==> config.mk <==
export PLATFORM = sky130hd
export DESIGN_NAME = pbm_top
export DESIGN_NICKNAME = d
export VERILOG_FILES = /design/src/common/pbm_pkg.sv /design/src/common/pbm_pix_if.sv /design/src/pbm_shifter.sv /design/src/pbm_top.sv
export SDC_FILE = /design/constraint.sdc
export NUM_CORES = 1
export LEC_CHECK = 0
export ABC_CLOCK_PERIOD_IN_PS = 9200
export BUFFER_PORTS_ARGS = -buffer_cell sky130_fd_sc_hd__buf_2
export CAP_MARGIN = 20
export CORE_MARGIN = 5
export CORE_UTILIZATION = 55
export CTS_CLUSTER_DIAMETER = 50
export CTS_CLUSTER_SIZE = 24
export DETAILED_ROUTE_END_ITERATION = 10
export GPL_TIMING_DRIVEN = 0
export PLACE_DENSITY_LB_ADDON = 0.15
export SETUP_SLACK_MARGIN = 0.2
export SYNTH_ARGS = -nofsm -noshare
export SYNTH_HDL_FRONTEND = slang
export SYNTH_SLANG_ARGS = --single-unit
==> constraint.sdc <==
create_clock -name pclk -period 9.2 [get_ports pclk]
set_input_delay 0.92 -clock pclk [delete_from_list [all_inputs] [get_ports pclk]]
set_output_delay 0.92 -clock pclk [all_outputs]
set_load 0.05 [all_outputs]
==> src/common/pbm_pkg.sv <==
// Purpose: Shared constants and types of the pixel bus mux block.
// Assumes: APB byte offsets, 32-bit pixel port, 8-bit VGA port.
// Notes:   Mux codes are register bits 5..0; bits 7..6 ignored.
// Overview of operation
// - After reset the block runs in mode 0, VGA pass-through from VGA bus.
// - Pass-through select restores clock, control and mask defaults.
// - Pass-through samples on first clock input; other modes on shift clock.
// - Normal modes take 8/16/32-bit buses, modes 1-3 also 4-bit; low bits.
// - Mode 1: one-bit pixel is address bit 0, page gives upper seven.
// - Mode 2: two-bit pixel is low address, page gives upper six.
// - Mode 3: four-bit pixel is low address, page gives upper four.
// - Mode 4: eight-bit pixel is whole address, page ignored.
// - All normal modes and direct modes 6c/6d support little or big endian order.
// - Nibble mode only when nibble enable set and split enable clear.
// - Nibble mode overrides every mode and ignores the mux register.
// - Flag picks low or high nibble of four bytes; page gives upper four.
// - Direct colour has the same pipeline delay as overlay and controls.
// - Zero overlay shows direct colour; nonzero overlay shows palette.
// - Mode 6a takes 5-5-5 colour plus one overlay bit.
// - Mode 6b takes 5-6-5 colour with overlay disabled.
// - Modes 6c and 6d take two words per load, bits 0-15 first unless big endian is set.
// - Modes 6e and 6f take 8-bit colours plus 8 overlay bits, reversed.
// - 16-bit colour fields are left aligned, low bits forced to zero.
// - Modes 6a/6c: page fills upper overlay bits; mask can force zero.
// - Modes 6e/6f colour inputs are 8-bit; palette follows 8/6 select.
// - Writing 2Dh to mux control enters pass-through, same as reset.
// - One shift clock edge latches all groups; lowest group shown first unless big endian is set.
// - Mux bits 5..0 select mode and width; bits 6 and 7 ignored.
package pbm_pkg;
  localparam logic [7:0] OFF_MUX  = 8'h00;
  localparam logic [7:0] OFF_GEN  = 8'h04;
  localparam logic [7:0] OFF_PAGE = 8'h08;
  localparam logic [7:0] OFF_MASK = 8'h0c;
  localparam logic [7:0] OFF_ICLK = 8'h10;
  localparam logic [7:0] OFF_OCLK = 8'h14;
  localparam logic [7:0] OFF_STAT = 8'h18;

  localparam logic [7:0] MUX_RST  = 8'h2d;
  localparam logic [7:0] GEN_RST  = 8'h00;
  localparam logic [7:0] PAGE_RST = 8'h00;
  localparam logic [7:0] MASK_RST = 8'hff;
  localparam logic [7:0] ICLK_RST = 8'h00;
  localparam logic [7:0] OCLK_RST = 8'h36;

  localparam int GEN_W8   = 1;
  localparam int GEN_SPLIT_TRANSFER_ENABLE = 2;
  localparam int GEN_SNM  = 3;
  localparam int GEN_BIG  = 5;

  localparam logic [5:0] MUX_VGA = 6'h2d;
  localparam logic [5:0] MUX_6A  = 6'h08;
  localparam logic [5:0] MUX_6B  = 6'h09;
  localparam logic [5:0] MUX_6C  = 6'h0a;
  localparam logic [5:0] MUX_6D  = 6'h0b;
  localparam logic [5:0] MUX_6E  = 6'h0e;
  localparam logic [5:0] MUX_6F  = 6'h0d;
  localparam logic [3:0] MUX_P1  = 4'h4;
  localparam logic [3:0] MUX_P2  = 4'h5;
  localparam logic [3:0] MUX_P4  = 4'h6;
  localparam logic [3:0] MUX_P8  = 4'h7;
  localparam logic [1:0] MUX_RSV = 2'h3;

  typedef enum logic [10:0] {
    MODE_VGA = 11'h001,
    MODE_P1  = 11'h002,
    MODE_P2  = 11'h004,
    MODE_P4  = 11'h008,
    MODE_P8  = 11'h010,
    MODE_NIB = 11'h020,
    MODE_6A  = 11'h040,
    MODE_6B  = 11'h080,
    MODE_6E  = 11'h100,
    MODE_6F  = 11'h200,
    MODE_BAD = 11'h400
  } pbm_mode_t;
endpackage

==> src/common/pbm_pix_if.sv <==
`timescale 1ns/1ps
// Purpose: Carries load data and group layout to the dot-rate shifter.
// Assumes: One pclk domain; load and dot are one-cycle strobes.
// Notes:   gsh is log2 of the group width in bits.
interface pbm_pix_if;
  logic        load;
  logic        dot;
  logic        big;
  logic [31:0] data;
  logic [2:0]  gsh;
  logic [5:0]  ngrp;
  logic [31:0] pix;
  logic        pix_vld;
  modport ctl (output load, dot, big, data, gsh, ngrp,
               input  pix, pix_vld);
  modport shf (input  load, dot, big, data, gsh, ngrp,
               output pix, pix_vld);
endinterface

==> src/pbm_shifter.sv <==
`timescale 1ns/1ps
// Purpose: Holds one bus load and hands out one pixel group per dot.
// Assumes: gsh and ngrp describe a load of at most 32 bits.
// Notes:   A load and a dot in the same cycle emit the first group (the top one if big) at once.
module pbm_shifter (
  input logic pclk,
  input logic presetn,
  pbm_pix_if.shf sif
);
  logic [31:0] word_q;
  logic [5:0]  idx_q;
  logic [31:0] pix_q;
  logic        vld_q;

  wire [5:0]  cur_idx  = sif.load ? 6'h00 : idx_q;
  wire [31:0] cur_word = sif.load ? sif.data : word_q;
  wire        more     = cur_idx < sif.ngrp;
  // Big endian walks the groups from the top
  wire [5:0]  sel = sif.big ? 6'(sif.ngrp - 6'h01 - cur_idx)
                            : cur_idx;
  wire [10:0] amt = {5'h00, sel} << sif.gsh;
  wire [63:0] wmask = ~(64'hffff_ffff_ffff_ffff << (7'h01 << sif.gsh));
  wire [31:0] grp = (cur_word >> amt) & wmask[31:0];

  always_ff @(posedge pclk or negedge presetn) begin
    if (!presetn) begin
      word_q <= 32'h0;
      idx_q  <= 6'h00;
      pix_q  <= 32'h0;
      vld_q  <= 1'b0;
    end else begin
      if (sif.load)
        word_q <= sif.data;
      vld_q <= sif.dot & more;
      if (sif.dot && more) begin
        pix_q <= grp;
        idx_q <= cur_idx + 6'h01;
      end else if (sif.load) begin
        idx_q <= 6'h00;
      end
    end
  end

  assign sif.pix     = pix_q;
  assign sif.pix_vld = vld_q;
endmodule

==> src/pbm_top.sv <==
// Decided for this implementation: the placing of the registers and the APB slave port.
`timescale 1ns/1ps
// Purpose: Pixel bus mux and mode selector feeding palette and DACs.
// Assumes: All pins asynchronous to pclk; palette RAM answers pal_addr
//          combinationally on pal_data.
// Notes:   Clock generation and split transfers are outside this block.
module pbm_top (
  input  logic        pclk,
  input  logic        presetn,
  input  logic        psel,
  input  logic        penable,
  input  logic        pwrite,
  input  logic [7:0]  paddr,
  input  logic [31:0] pwdata,
  output logic [31:0] prdata,
  output logic        pready,
  output logic        pslverr,
  input  logic        first_clock_input,
  input  logic        shift_clock,
  input  logic        pixel_dot_clock,
  input  logic        split_or_nibble_flag,
  input  logic [31:0] pix_bus,
  input  logic [7:0]  vga_bus,
  input  logic        blank_n,
  input  logic        hsync_n,
  input  logic        vsync_n,
  input  logic [23:0] pal_data,
  output logic [7:0]  pal_addr,
  output logic [7:0]  dac_red,
  output logic [7:0]  dac_green,
  output logic [7:0]  dac_blue,
  output logic        dac_blank_n,
  output logic        dac_hsync_n,
  output logic        dac_vsync_n
);
  // Pin synchronisers
  logic [46:0] sync_a_q;
  logic [46:0] sync_b_q;
  logic [2:0]  clk_prev_q;

  wire [46:0] pins_raw = {first_clock_input, shift_clock, pixel_dot_clock,
                          split_or_nibble_flag, blank_n, hsync_n, vsync_n,
                          vga_bus, pix_bus};
  wire [31:0] pix_s  = sync_b_q[31:0];
  wire [7:0]  vga_s  = sync_b_q[39:32];
  wire [2:0]  ctl_s  = sync_b_q[42:40];
  wire        flag_s = sync_b_q[43];
  wire        c0_rise = sync_b_q[46] & ~clk_prev_q[2];
  wire        sc_rise = sync_b_q[45] & ~clk_prev_q[1];
  wire        dc_rise = sync_b_q[44] & ~clk_prev_q[0];

  always_ff @(posedge pclk or negedge presetn) begin
    if (!presetn) begin
      sync_a_q   <= 47'h0;
      sync_b_q   <= 47'h0;
      clk_prev_q <= 3'h0;
    end else begin
      sync_a_q   <= pins_raw;
      sync_b_q   <= sync_a_q;
      clk_prev_q <= sync_b_q[46:44];
    end
  end

  // Register file
  logic [7:0]  mux_q;
  logic [7:0]  gen_q;
  logic [7:0]  page_q;
  logic [7:0]  mask_q;
  logic [7:0]  iclk_q;
  logic [7:0]  oclk_q;
  logic        pready_q;
  logic        pslverr_q;
  logic [31:0] prdata_q;
  pbm_pkg::pbm_mode_t mode_c;

  wire sel_setup = psel & ~penable;
  wire hit_mux   = paddr == pbm_pkg::OFF_MUX;
  wire hit_gen   = paddr == pbm_pkg::OFF_GEN;
  wire hit_page  = paddr == pbm_pkg::OFF_PAGE;
  wire hit_mask  = paddr == pbm_pkg::OFF_MASK;
  wire hit_iclk  = paddr == pbm_pkg::OFF_ICLK;
  wire hit_oclk  = paddr == pbm_pkg::OFF_OCLK;
  wire hit_stat  = paddr == pbm_pkg::OFF_STAT;
  wire addr_hit  = hit_mux | hit_gen | hit_page | hit_mask |
                   hit_iclk | hit_oclk | hit_stat;
  wire wr_en     = psel & penable & pwrite & pready_q & ~pslverr_q;
  // Bits 7..6 take no part in the pass-through match
  wire vga_wr    = wr_en & hit_mux &
                   (pwdata[5:0] == pbm_pkg::MUX_VGA);

  wire [7:0] rd_b = hit_mux  ? mux_q  :
                    hit_gen  ? gen_q  :
                    hit_page ? page_q :
                    hit_mask ? mask_q :
                    hit_iclk ? iclk_q :
                    hit_oclk ? oclk_q : 8'h00;
  wire [31:0] rd_c = hit_stat ? {21'h0, mode_c} : {24'h0, rd_b};

  always_ff @(posedge pclk or negedge presetn) begin
    if (!presetn) begin
      pready_q  <= 1'b0;
      pslverr_q <= 1'b0;
      prdata_q  <= 32'h0;
    end else begin
      pready_q  <= sel_setup;
      pslverr_q <= sel_setup & ~addr_hit;
      if (sel_setup)
        prdata_q <= rd_c;
    end
  end

  always_ff @(posedge pclk or negedge presetn) begin
    if (!presetn) begin
      mux_q  <= pbm_pkg::MUX_RST;
      gen_q  <= pbm_pkg::GEN_RST;
      page_q <= pbm_pkg::PAGE_RST;
      mask_q <= pbm_pkg::MASK_RST;
      iclk_q <= pbm_pkg::ICLK_RST;
      oclk_q <= pbm_pkg::OCLK_RST;
    end else begin
      if (wr_en && hit_mux)
        mux_q <= pwdata[7:0];
      if (wr_en && hit_page)
        page_q <= pwdata[7:0];
      if (vga_wr) begin
        gen_q  <= pbm_pkg::GEN_RST;
        mask_q <= pbm_pkg::MASK_RST;
        iclk_q <= pbm_pkg::ICLK_RST;
        oclk_q <= pbm_pkg::OCLK_RST;
      end else begin
        if (wr_en && hit_gen)
          gen_q <= pwdata[7:0];
        if (wr_en && hit_mask)
          mask_q <= pwdata[7:0];
        if (wr_en && hit_iclk)
          iclk_q <= pwdata[7:0];
        if (wr_en && hit_oclk)
          oclk_q <= pwdata[7:0];
      end
    end
  end

  assign prdata  = prdata_q;
  assign pready  = pready_q;
  assign pslverr = pslverr_q;

  // Mode decode
  wire [5:0] mux6   = mux_q[5:0];
  wire       nib_en = gen_q[pbm_pkg::GEN_SNM] &
                      ~gen_q[pbm_pkg::GEN_SPLIT_TRANSFER_ENABLE];
  wire       big    = gen_q[pbm_pkg::GEN_BIG];
  wire       w8     = gen_q[pbm_pkg::GEN_W8];

  // Nibble enable is checked first so the mux register cannot win
  assign mode_c =
    nib_en                               ? pbm_pkg::MODE_NIB :
    (mux6 == pbm_pkg::MUX_VGA)           ? pbm_pkg::MODE_VGA :
    (mux6[5:2] == pbm_pkg::MUX_P1)       ? pbm_pkg::MODE_P1  :
    (mux6[5:2] == pbm_pkg::MUX_P2)       ? pbm_pkg::MODE_P2  :
    (mux6[5:2] == pbm_pkg::MUX_P4)       ? pbm_pkg::MODE_P4  :
    (mux6[5:2] == pbm_pkg::MUX_P8 &&
     mux6[1:0] != pbm_pkg::MUX_RSV)      ? pbm_pkg::MODE_P8  :
    (mux6 == pbm_pkg::MUX_6A ||
     mux6 == pbm_pkg::MUX_6C)            ? pbm_pkg::MODE_6A  :
    (mux6 == pbm_pkg::MUX_6B ||
     mux6 == pbm_pkg::MUX_6D)            ? pbm_pkg::MODE_6B  :
    (mux6 == pbm_pkg::MUX_6E)            ? pbm_pkg::MODE_6E  :
    (mux6 == pbm_pkg::MUX_6F)            ? pbm_pkg::MODE_6F  :
                                           pbm_pkg::MODE_BAD;

  // Group layout per mode
  logic [2:0] gsh_c;
  logic [5:0] ngrp_c;

  always_comb begin
    gsh_c  = 3'h0;
    ngrp_c = 6'h00;
    case (mode_c)
      pbm_pkg::MODE_VGA: begin
        gsh_c  = 3'h3;
        ngrp_c = 6'h01;
      end
      pbm_pkg::MODE_P1: begin
        gsh_c  = 3'h0;
        ngrp_c = 6'h04 << mux6[1:0];
      end
      pbm_pkg::MODE_P2: begin
        gsh_c  = 3'h1;
        ngrp_c = 6'h02 << mux6[1:0];
      end
      pbm_pkg::MODE_P4: begin
        gsh_c  = 3'h2;
        ngrp_c = 6'h01 << mux6[1:0];
      end
      pbm_pkg::MODE_P8: begin
        gsh_c  = 3'h3;
        ngrp_c = 6'h01 << mux6[1:0];
      end
      pbm_pkg::MODE_NIB: begin
        gsh_c  = 3'h2;
        ngrp_c = 6'h04;
      end
      pbm_pkg::MODE_6A, pbm_pkg::MODE_6B: begin
        gsh_c  = 3'h4;
        ngrp_c = mux6[1] ? 6'h02 : 6'h01;
      end
      pbm_pkg::MODE_6E, pbm_pkg::MODE_6F: begin
        gsh_c  = 3'h5;
        ngrp_c = 6'h01;
      end
      default: begin
        gsh_c  = 3'h0;
        ngrp_c = 6'h00;
      end
    endcase
  end

  // Flag picks which nibble of every byte carries pixel data
  wire [15:0] nib_c = flag_s ?
    {pix_s[31:28], pix_s[23:20], pix_s[15:12], pix_s[7:4]} :
    {pix_s[27:24], pix_s[19:16], pix_s[11:8], pix_s[3:0]};

  wire is_vga = mode_c == pbm_pkg::MODE_VGA;

  pbm_pix_if pif ();

  assign pif.load = is_vga ? c0_rise : sc_rise;
  assign pif.dot  = is_vga ? c0_rise : dc_rise;
  assign pif.big  = big & ~is_vga;
  assign pif.gsh  = gsh_c;
  assign pif.ngrp = ngrp_c;
  assign pif.data = is_vga ? {24'h0, vga_s} :
                    (mode_c == pbm_pkg::MODE_NIB) ? {16'h0, nib_c} :
                    pix_s;

  pbm_shifter u_shf (
    .pclk    (pclk),
    .presetn (presetn),
    .sif     (pif.shf)
  );

  // Stage A: controls caught with the pixel
  logic [2:0] a_ctl_q;

  always_ff @(posedge pclk or negedge presetn) begin
    if (!presetn)
      a_ctl_q <= 3'h7;
    else if (pif.dot)
      a_ctl_q <= ctl_s;
  end

  // Stage B: palette address, overlay test and direct colour together
  wire [31:0] p = pif.pix;
  logic [7:0]  raw_c;
  logic [23:0] dir_c;
  logic        pmode_c;

  always_comb begin
    raw_c   = 8'h00;
    dir_c   = 24'h0;
    pmode_c = 1'b1;
    case (mode_c)
      pbm_pkg::MODE_VGA, pbm_pkg::MODE_P8:
        raw_c = p[7:0];
      pbm_pkg::MODE_P1:
        raw_c = {page_q[7:1], p[0]};
      pbm_pkg::MODE_P2:
        raw_c = {page_q[7:2], p[1:0]};
      pbm_pkg::MODE_P4, pbm_pkg::MODE_NIB:
        raw_c = {page_q[7:4], p[3:0]};
      pbm_pkg::MODE_6A: begin
        pmode_c = 1'b0;
        raw_c   = {page_q[7:1], p[15]};
        dir_c   = {p[14:10], 3'h0, p[9:5], 3'h0,
                   p[4:0], 3'h0};
      end
      pbm_pkg::MODE_6B: begin
        pmode_c = 1'b0;
        raw_c   = 8'h00;
        dir_c   = {p[15:11], 3'h0, p[10:5], 2'h0,
                   p[4:0], 3'h0};
      end
      pbm_pkg::MODE_6E: begin
        pmode_c = 1'b0;
        raw_c   = p[31:24];
        dir_c   = {p[23:16], p[15:8], p[7:0]};
      end
      pbm_pkg::MODE_6F: begin
        pmode_c = 1'b0;
        raw_c   = p[7:0];
        dir_c   = {p[15:8], p[23:16], p[31:24]};
      end
      default: begin
        raw_c   = 8'h00;
        dir_c   = 24'h0;
        pmode_c = 1'b0;
      end
    endcase
  end

  wire [7:0] addr_c   = raw_c & mask_q;
  wire       use_pal_c = pmode_c | (addr_c != 8'h00);

  logic [7:0]  b_addr_q;
  logic [23:0] b_dir_q;
  logic        b_pal_q;
  logic [2:0]  b_ctl_q;
  logic        b_vld_q;

  always_ff @(posedge pclk or negedge presetn) begin
    if (!presetn) begin
      b_addr_q <= 8'h00;
      b_dir_q  <= 24'h0;
      b_pal_q  <= 1'b0;
      b_ctl_q  <= 3'h7;
      b_vld_q  <= 1'b0;
    end else begin
      b_vld_q <= pif.pix_vld;
      if (pif.pix_vld) begin
        b_addr_q <= addr_c;
        b_dir_q  <= dir_c;
        b_pal_q  <= use_pal_c;
        b_ctl_q  <= a_ctl_q;
      end
    end
  end

  // Stage C: palette returns in the cycle the address stands
  wire [23:0] pal_adj = w8 ? pal_data :
    {pal_data[21:16], 2'h0, pal_data[13:8], 2'h0,
     pal_data[5:0], 2'h0};
  wire [23:0] col_c = b_pal_q ? pal_adj : b_dir_q;

  logic [23:0] dac_q;
  logic [2:0]  dac_ctl_q;

  always_ff @(posedge pclk or negedge presetn) begin
    if (!presetn) begin
      dac_q     <= 24'h0;
      dac_ctl_q <= 3'h7;
    end else if (b_vld_q) begin
      dac_q     <= b_ctl_q[2] ? col_c : 24'h0;
      dac_ctl_q <= b_ctl_q;
    end
  end

  assign pal_addr    = b_addr_q;
  assign dac_red     = dac_q[23:16];
  assign dac_green   = dac_q[15:8];
  assign dac_blue    = dac_q[7:0];
  assign dac_blank_n = dac_ctl_q[2];
  assign dac_hsync_n = dac_ctl_q[1];
  assign dac_vsync_n = dac_ctl_q[0];

  // Checks
  logic first_q;

  always_ff @(posedge pclk or negedge presetn) begin
    if (!presetn)
      first_q <= 1'b1;
    else
      first_q <= 1'b0;
  end
endmodule

# After elaboration in Yosys (flattened, before gate mapping)
# Cells that the tools add are included.
# Widths: inputs -> output; s select.
op_classes:
  n_eq_ne: 29
  n_reduce_logical: 24
  mul: 0
  magnitude_cmp: 1
  muxes: 43
  n_addsub: 3
  n_div: 0
  shifts: 7
  n_bitwise: 32
op_table:
  columns: ["cell", "n"]
  rows:
  - ["$mux 11", 11]
  - ["$mux 8", 14]
  - ["$mux 32", 3]
  - ["$pmux 24 s4", 1]
  - ["$mux 24", 3]
  - ["$shl 64x7->32 const A", 1]
  - ["$pmux 8 s6", 1]
  - ["$eq 6x4->1 const B", 6]
  - ["$pmux 6 s6", 1]
  - ["$and 32x32->32", 1]
  - ["$not 32->32", 1]
  - ["$shr 32x11->32", 1]
  - ["$eq 8x5->1 const B", 3]
  - ["$mux 6", 3]
  - ["$eq 4x3->1 const B", 4]
  - ["$eq 8x4->1 const B", 2]
  - ["$mux 16", 1]
  - ["$pmux 3 s5", 1]
  - ["$and 1x1->1", 14]
  - ["$eq 6x6->1 const B", 2]
  - ["$eq 11x1->1 const B", 1]
  - ["$eq 11x10->1 const B", 1]
  - ["$eq 11x2->1 const B", 1]
  - ["$eq 11x3->1 const B", 1]
  - ["other kinds (30)", 61]
word_totals:
  memories: 0
  output_inout_bits: 69
  ram_bits: 0
  inputBits: 116
  latch_bits: 0
  elab_cells: 163
  regBits: 317
  romBits: 0

# Depth between registers and ports, before layout
depth:
  word_depth: 20
  ltp_mapped: 23
  ltp_nobuf: 17

# Cells and area by module
# From an unflattened synthesis, not the netlist that was laid out.
hier_totals:
  cells_unflattened: 1382
  hier_area_um2: 14662.8
modules_own_cells:
  columns: ["mod", "area_each_um2", "n_inst", "cells_each"]
  rows:
  - ["pbm_top", 9660.5, 1, 889]
  - ["pbm_shifter", 5002.3, 1, 493]

# Least setup slack after synthesis
# OpenSTA, ideal clock, no wires.
synth_path:
  path_type: "reg2reg"
  startpoint: "register gen_q[3]"
  endpoint: "register u_shf.pix_q[2], in the netlist u_shf.sif.pix[2]"
  stages_incl_launch_ff: 22
  setup_ps: 104
  t_arrival_ps: 4862
  slack_ps: 4234
  required_time_ps: 9096
  path_cell_list: "dfrtp_1 -> nor2b_2 -> buf_6 -> buf_2 -> or3_1 -> nor3_1 -> clkbuf_1 -> buf_1 -> o21bai_1 -> ha_1 -> fa_1 -> and2_1 -> a31oi_1 -> mux2i_1 -> mux2i_1 -> nand2b_1 -> buf_6 -> buf_8 -> mux2_4 -> a2111oi_0 -> o211ai_1 -> o311ai_1"
synth_via:
  elab_chain_len: 11
synth_lines:
  columns: ["element", "line", "rtl"]
  rows:
  - ["start, declared", "pbm_top.sv:66", "logic [7:0] gen_q;"]
  - ["start signal, assigned", "pbm_top.sv:115", "gen_q <= pbm_pkg::GEN_RST;"]
  - ["start signal, assigned", "pbm_top.sv:126", "gen_q <= pbm_pkg::GEN_RST;"]
  - ["start signal, assigned", "pbm_top.sv:132", "gen_q <= pwdata[7:0];"]
  - ["$and 1x1->1 *", "pbm_top.sv:149", "wire nib_en = gen_q[pbm_pkg::GEN_SNM] &"]
  - ["$mux 11 *", "pbm_top.sv:156", "nib_en ? pbm_pkg::MODE_NIB :"]
  - ["$eq 11x1->1 (tied with other cells)", "pbm_top.sv:178, pbm_top.sv:223", null]
  - ["$reduce_or 3->1 (no source line) (tied with other cells)", null, null]
  - ["$pmux 6 s6", "pbm_top.sv:178", "case (mode_c)"]
  - ["$sub 6x1->6", "pbm_shifter.sv:19", "wire [5:0] sel = sif.big ? 6'(sif.ngrp - 6'h01 - cur_idx)"]
  - ["$sub 6x6->6", "pbm_shifter.sv:19", null]
  - ["$mux 6", "pbm_shifter.sv:19", null]
  - ["$shl 6x3->11", "pbm_shifter.sv:21", "wire [10:0] amt = {5'h00, sel} << sif.gsh;"]
  - ["$shr 32x11->32", "pbm_shifter.sv:23", "wire [31:0] grp = (cur_word >> amt) & wmask[31:0];"]
  - ["$and 32x32->32", "pbm_shifter.sv:23", null]
  - ["end signal, assigned", "pbm_shifter.sv:36", "pix_q <= grp;"]
  - ["end, declared", "pbm_shifter.sv:12", "logic [31:0] pix_q;"]
# Every way passes the cells marked *; elsewhere a longest branch is shown, timed or not.
# A chain may end at the register's enable or synchronous reset.

# Worst setup path after layout
layout_path:
  startpoint: "register gen_q[3]"
  endpoint: "register u_shf.pix_q[4], in the netlist u_shf.sif.pix[4]"
# Same word-level chain as after synthesis.

==> results_dict.tcl <==
set metrics [dict create \
    maxCapViolCount 0 \
    dr.pass1.iters 5 \
    rsz0062_at_grt "false" \
    path_max_fanout 10 \
    multiInputGateArea_um2 6447 \
    required_ns 9.62 \
    yosysUniqueCellTypes 90 \
    worstSetupStartpointType "register" \
    worstSetupPathType "register to register" \
    viasPerCell 5.940 \
    nFillCells 2152 \
    utilization_pct 65.07 \
    tns_ns 0 \
    grt_pass1_vias 11750 \
    fin_crit_sh_pct 72.96 \
    die-area_um2 29890 \
    hold_violations 0 \
    start_util_pct 55.99 \
    grt_max_degree 129 \
    arrival_ns 7.13 \
    p_comb_share_pct 21.7 \
    ir_worst_vdd_mv 0.2327 \
    synth_seq_area_share_pct 50.98 \
    power_density_nw_per_um2 217.6 \
    synth-seq-cells 296 \
    io_pins 185 \
    outcome "complete, no violations" \
    n_antenna_cell 0 \
    ys.flop_type "dfrtp_1" \
    fmax_mhz 149.0 \
    async_flop_share_pct 100.0 \
    htreeDepth 1 \
    power_frac_seq_pct 42.7 \
    final-seq-area_um2 7438 \
    cts_setup_buffers 0 \
    cts-root-buf "clkbuf_16" \
    ctsResizeCount 0 \
    switching_share_pct 34.69 \
    setup_violations 0 \
    antenna_left 0 \
    drt_iter0_markers 1021 \
    cts_tree "done" \
    grt_use_total_pct 25.84 \
    ctsHoldBuffers 0 \
    avgSynthCellArea_um2 10.33 \
    hp-class "input pin to asynchronous set/reset pin" \
    tightest_slew_ns 1.153 \
    cts-buffers-inserted 29 \
    rows 59 \
    final_design_area_no_fill_um2 16960 \
    power.share.clock_pct 35.6 \
    crit_path_end_kind "register" \
    grt_remaining_overflow 0 \
    cts_buffer_depth 3 \
    dpl_cell_area_um2 15840 \
    drcViolationCount 0 \
    io_buffers 138 \
    yosysWarnings 0 \
    die_w_um 172.9 \
    slew_viol_final 0 \
    die_h_um 172.9 \
    final_nets 1733 \
    netlist_instances 1412 \
    dp_hpwl_um 29840 \
    gp_congestion 0.9667 \
    core-area_um2 26060 \
    wl_per_cell_um 20.03 \
    synth_area_um2 14590 \
    path_clk_slew_ns 0.08 \
    drt-total-wl_um 39300 \
    slew_headroom_pct 22.44 \
    net-switching-power_mw 1.280 \
    antenna_found_initial 0 \
    routed-via-count 11650 \
    synth-edff-count 0 \
    clkLatencyLatePin_ns 0.57 \
    cts.sinks 296 \
    syn_to_final_growth_pct 16.22 \
    finalClockSkew_ns 0.02470 \
    p_int_mw 2.410 \
    p_leak_nw 8.102 \
    drive_gt1_share_pct 22.07 \
    grt_pass1_wl_um 63870 \
    min_period_ns 6.712 \
]
## critical path, cell delays in order (launching register included)
cell and delay (ns):
dfrtp_1 0.48, nor2b_2 0.20, buf_6 0.16, buf_2 0.21
or3_1 0.40, nor3_1 0.72, clkbuf_1 0.42, buf_1 0.57
o21bai_1 0.27, ha_1 0.25, fa_1 0.40, and2_1 0.15
a31oi_1 0.13, mux2i_1 0.17, mux2i_1 0.28, nand2b_1 0.16
buf_6 0.13, buf_8 0.15, buf_6 0.18, mux2i_1 0.43
nor2_1 0.07, a311oi_1 0.41, o221ai_1 0.20
## final timing paths
kind | startpoint | end | slack [ns] | depth (start not counted)
min | presetn | oclk_q[7] | 0.26 | 1
max reg2reg | gen_q[3] | u_shf.sif.pix[4] | 2.49 | 22
max | gen_q[3] | u_shf.sif.pix[4] | 2.49 | 22
min in group pclk | sync_a_q[45] | sync_b_q[45] | 0.34 | 0
min reg2reg | sync_a_q[45] | sync_b_q[45] | 0.34 | 0
max in group asynchronous | presetn | sync_b_q[19] | 7.98 | 2
## stage by stage
stage	hold slack, ns	power (mW)	cells	worst slack (ns)
after global placement	0.3322	2.376	1905	1.929
final	0.2608	3.690	1962	2.488
after CTS	0.2541	3.711	1961	2.651
after detailed placement	0.3347	2.393	1907	2.714
after global routing	0.2711	3.861	1962	2.219
after floorplan	0.3312	2.131	1432	4.234
## per-layer routing
layer	vias to the layer above	global-route usage (%)	wire (um)
met5	-	0	0
met4	0	10.12	1632
met3	102	4.454	2857
met2	484	41.58	18360
met1	5632	35.26	16450
li1	5436	-	-
## synthesized netlist by cell type (7+ instances only)
cell       number  area share (%)
nand3_1        38             1.3
a21oi_1        72             2.5
o21ai_1         8            0.27
clkbuf_1       50             1.3
o221ai_1        7            0.42
inv_1          50             1.3
a22o_1         27             1.6
nand2_1       193             5.0
nor2b_1        12            0.51
mux2i_1       109             7.5
nor2_1         86             2.2
a222oi_1       13            0.89
ha_1           12             1.0
and2_1          8            0.34
o21ai_0        73             2.5
a22oi_1        23             1.2
nand4_1         9            0.39
o211ai_1        7            0.36
buf_2          17            0.58
nor3_1         12            0.41
mux2_2         55             4.2
buf_4          29             1.5
nand2b_1       15            0.64
o22ai_1        31             1.3
a31oi_1        21            0.90
o2bb2ai_1       9            0.54
dfrtp_1       271              46
dfstp_2        25             4.5
## power by group through the flow
stage / Combinational, mW / Sequential [mW] / Clock (mW)
floorplan: 0.408 / 1.72 / 0
global placement: 0.786 / 1.59 / 0
detailed placement: 0.797 / 1.60 / 0
CTS: 0.802 / 1.57 / 1.34
global route: 0.875 / 1.59 / 1.39
finish: 0.802 / 1.57 / 1.31
## cell type report
type / instances / area share (%)
Sequential cell: 296 / 43.86
Multi-Input combinational cell: 976 / 38.02
Timing Repair Buffer: 141 / 4.486
Clock buffer: 30 / 4.361
Buffer: 107 / 3.424
Tap cell: 335 / 2.472
Clock inverter: 24 / 2.199
Inverter: 53 / 1.173
## state kept, by name, summed over array words and instances, names as in the netlist, 6 cells and up
name / flops
b_dir_q: 24
dac_q: 24
gen_q: 8
iclk_q: 8
mask_q: 8
mux_q: 8
oclk_q: 8
page_q: 8
pal_addr: 8
prdata: 11
sync_a_q: 47
sync_b_q: 47
u_shf.idx_q: 6
u_shf.sif.pix: 32
u_shf.word_q: 32
## logic make-up (layout without fill, tap and decap cells)
| group | Yosys count | count (layout) | synth area share (%) |
|---|---|---|---|
| fa+ha+maj | 13 | 13 | 1.166 |
| mux | 165 | 165 | 11.83 |
| buf+inv | 160 | 355 | 5.343 |
| flops | 296 | 296 | 50.98 |
| other cells | 1 | 21 | 0.02570 |
| xor+xnor | 8 | 8 | 0.4803 |
| simple gates | 417 | 417 | 13.58 |
| compound gates | 352 | 352 | 16.59 |
## cells in the final DEF (no fill, tap or decap), drive strengths merged, types with 6 or more instances in the layout
| cell type | count |
|---|---|
| nor2b | 13 |
| a22oi | 24 |
| o21ai | 82 |
| clkbuf | 80 |
| and2 | 9 |
| inv | 67 |
| a31oi | 23 |
| ha | 12 |
| nand2b | 15 |
| a22o | 27 |
| nand3 | 38 |
| o2bb2ai | 9 |
| and3 | 6 |
| nand4 | 10 |
| o22ai | 31 |
| a211oi | 8 |
| clkinv | 9 |
| dfstp | 25 |
| o221ai | 7 |
| buf | 198 |
| mux2 | 56 |
| nor2 | 88 |
| o211ai | 7 |
| a222oi | 13 |
| a21oi | 72 |
| dfrtp | 271 |
| nor3 | 14 |
| conb | 21 |
| nand2 | 194 |
| mux2i | 109 |
Note: power is estimated with default switching activity, not from simulation.
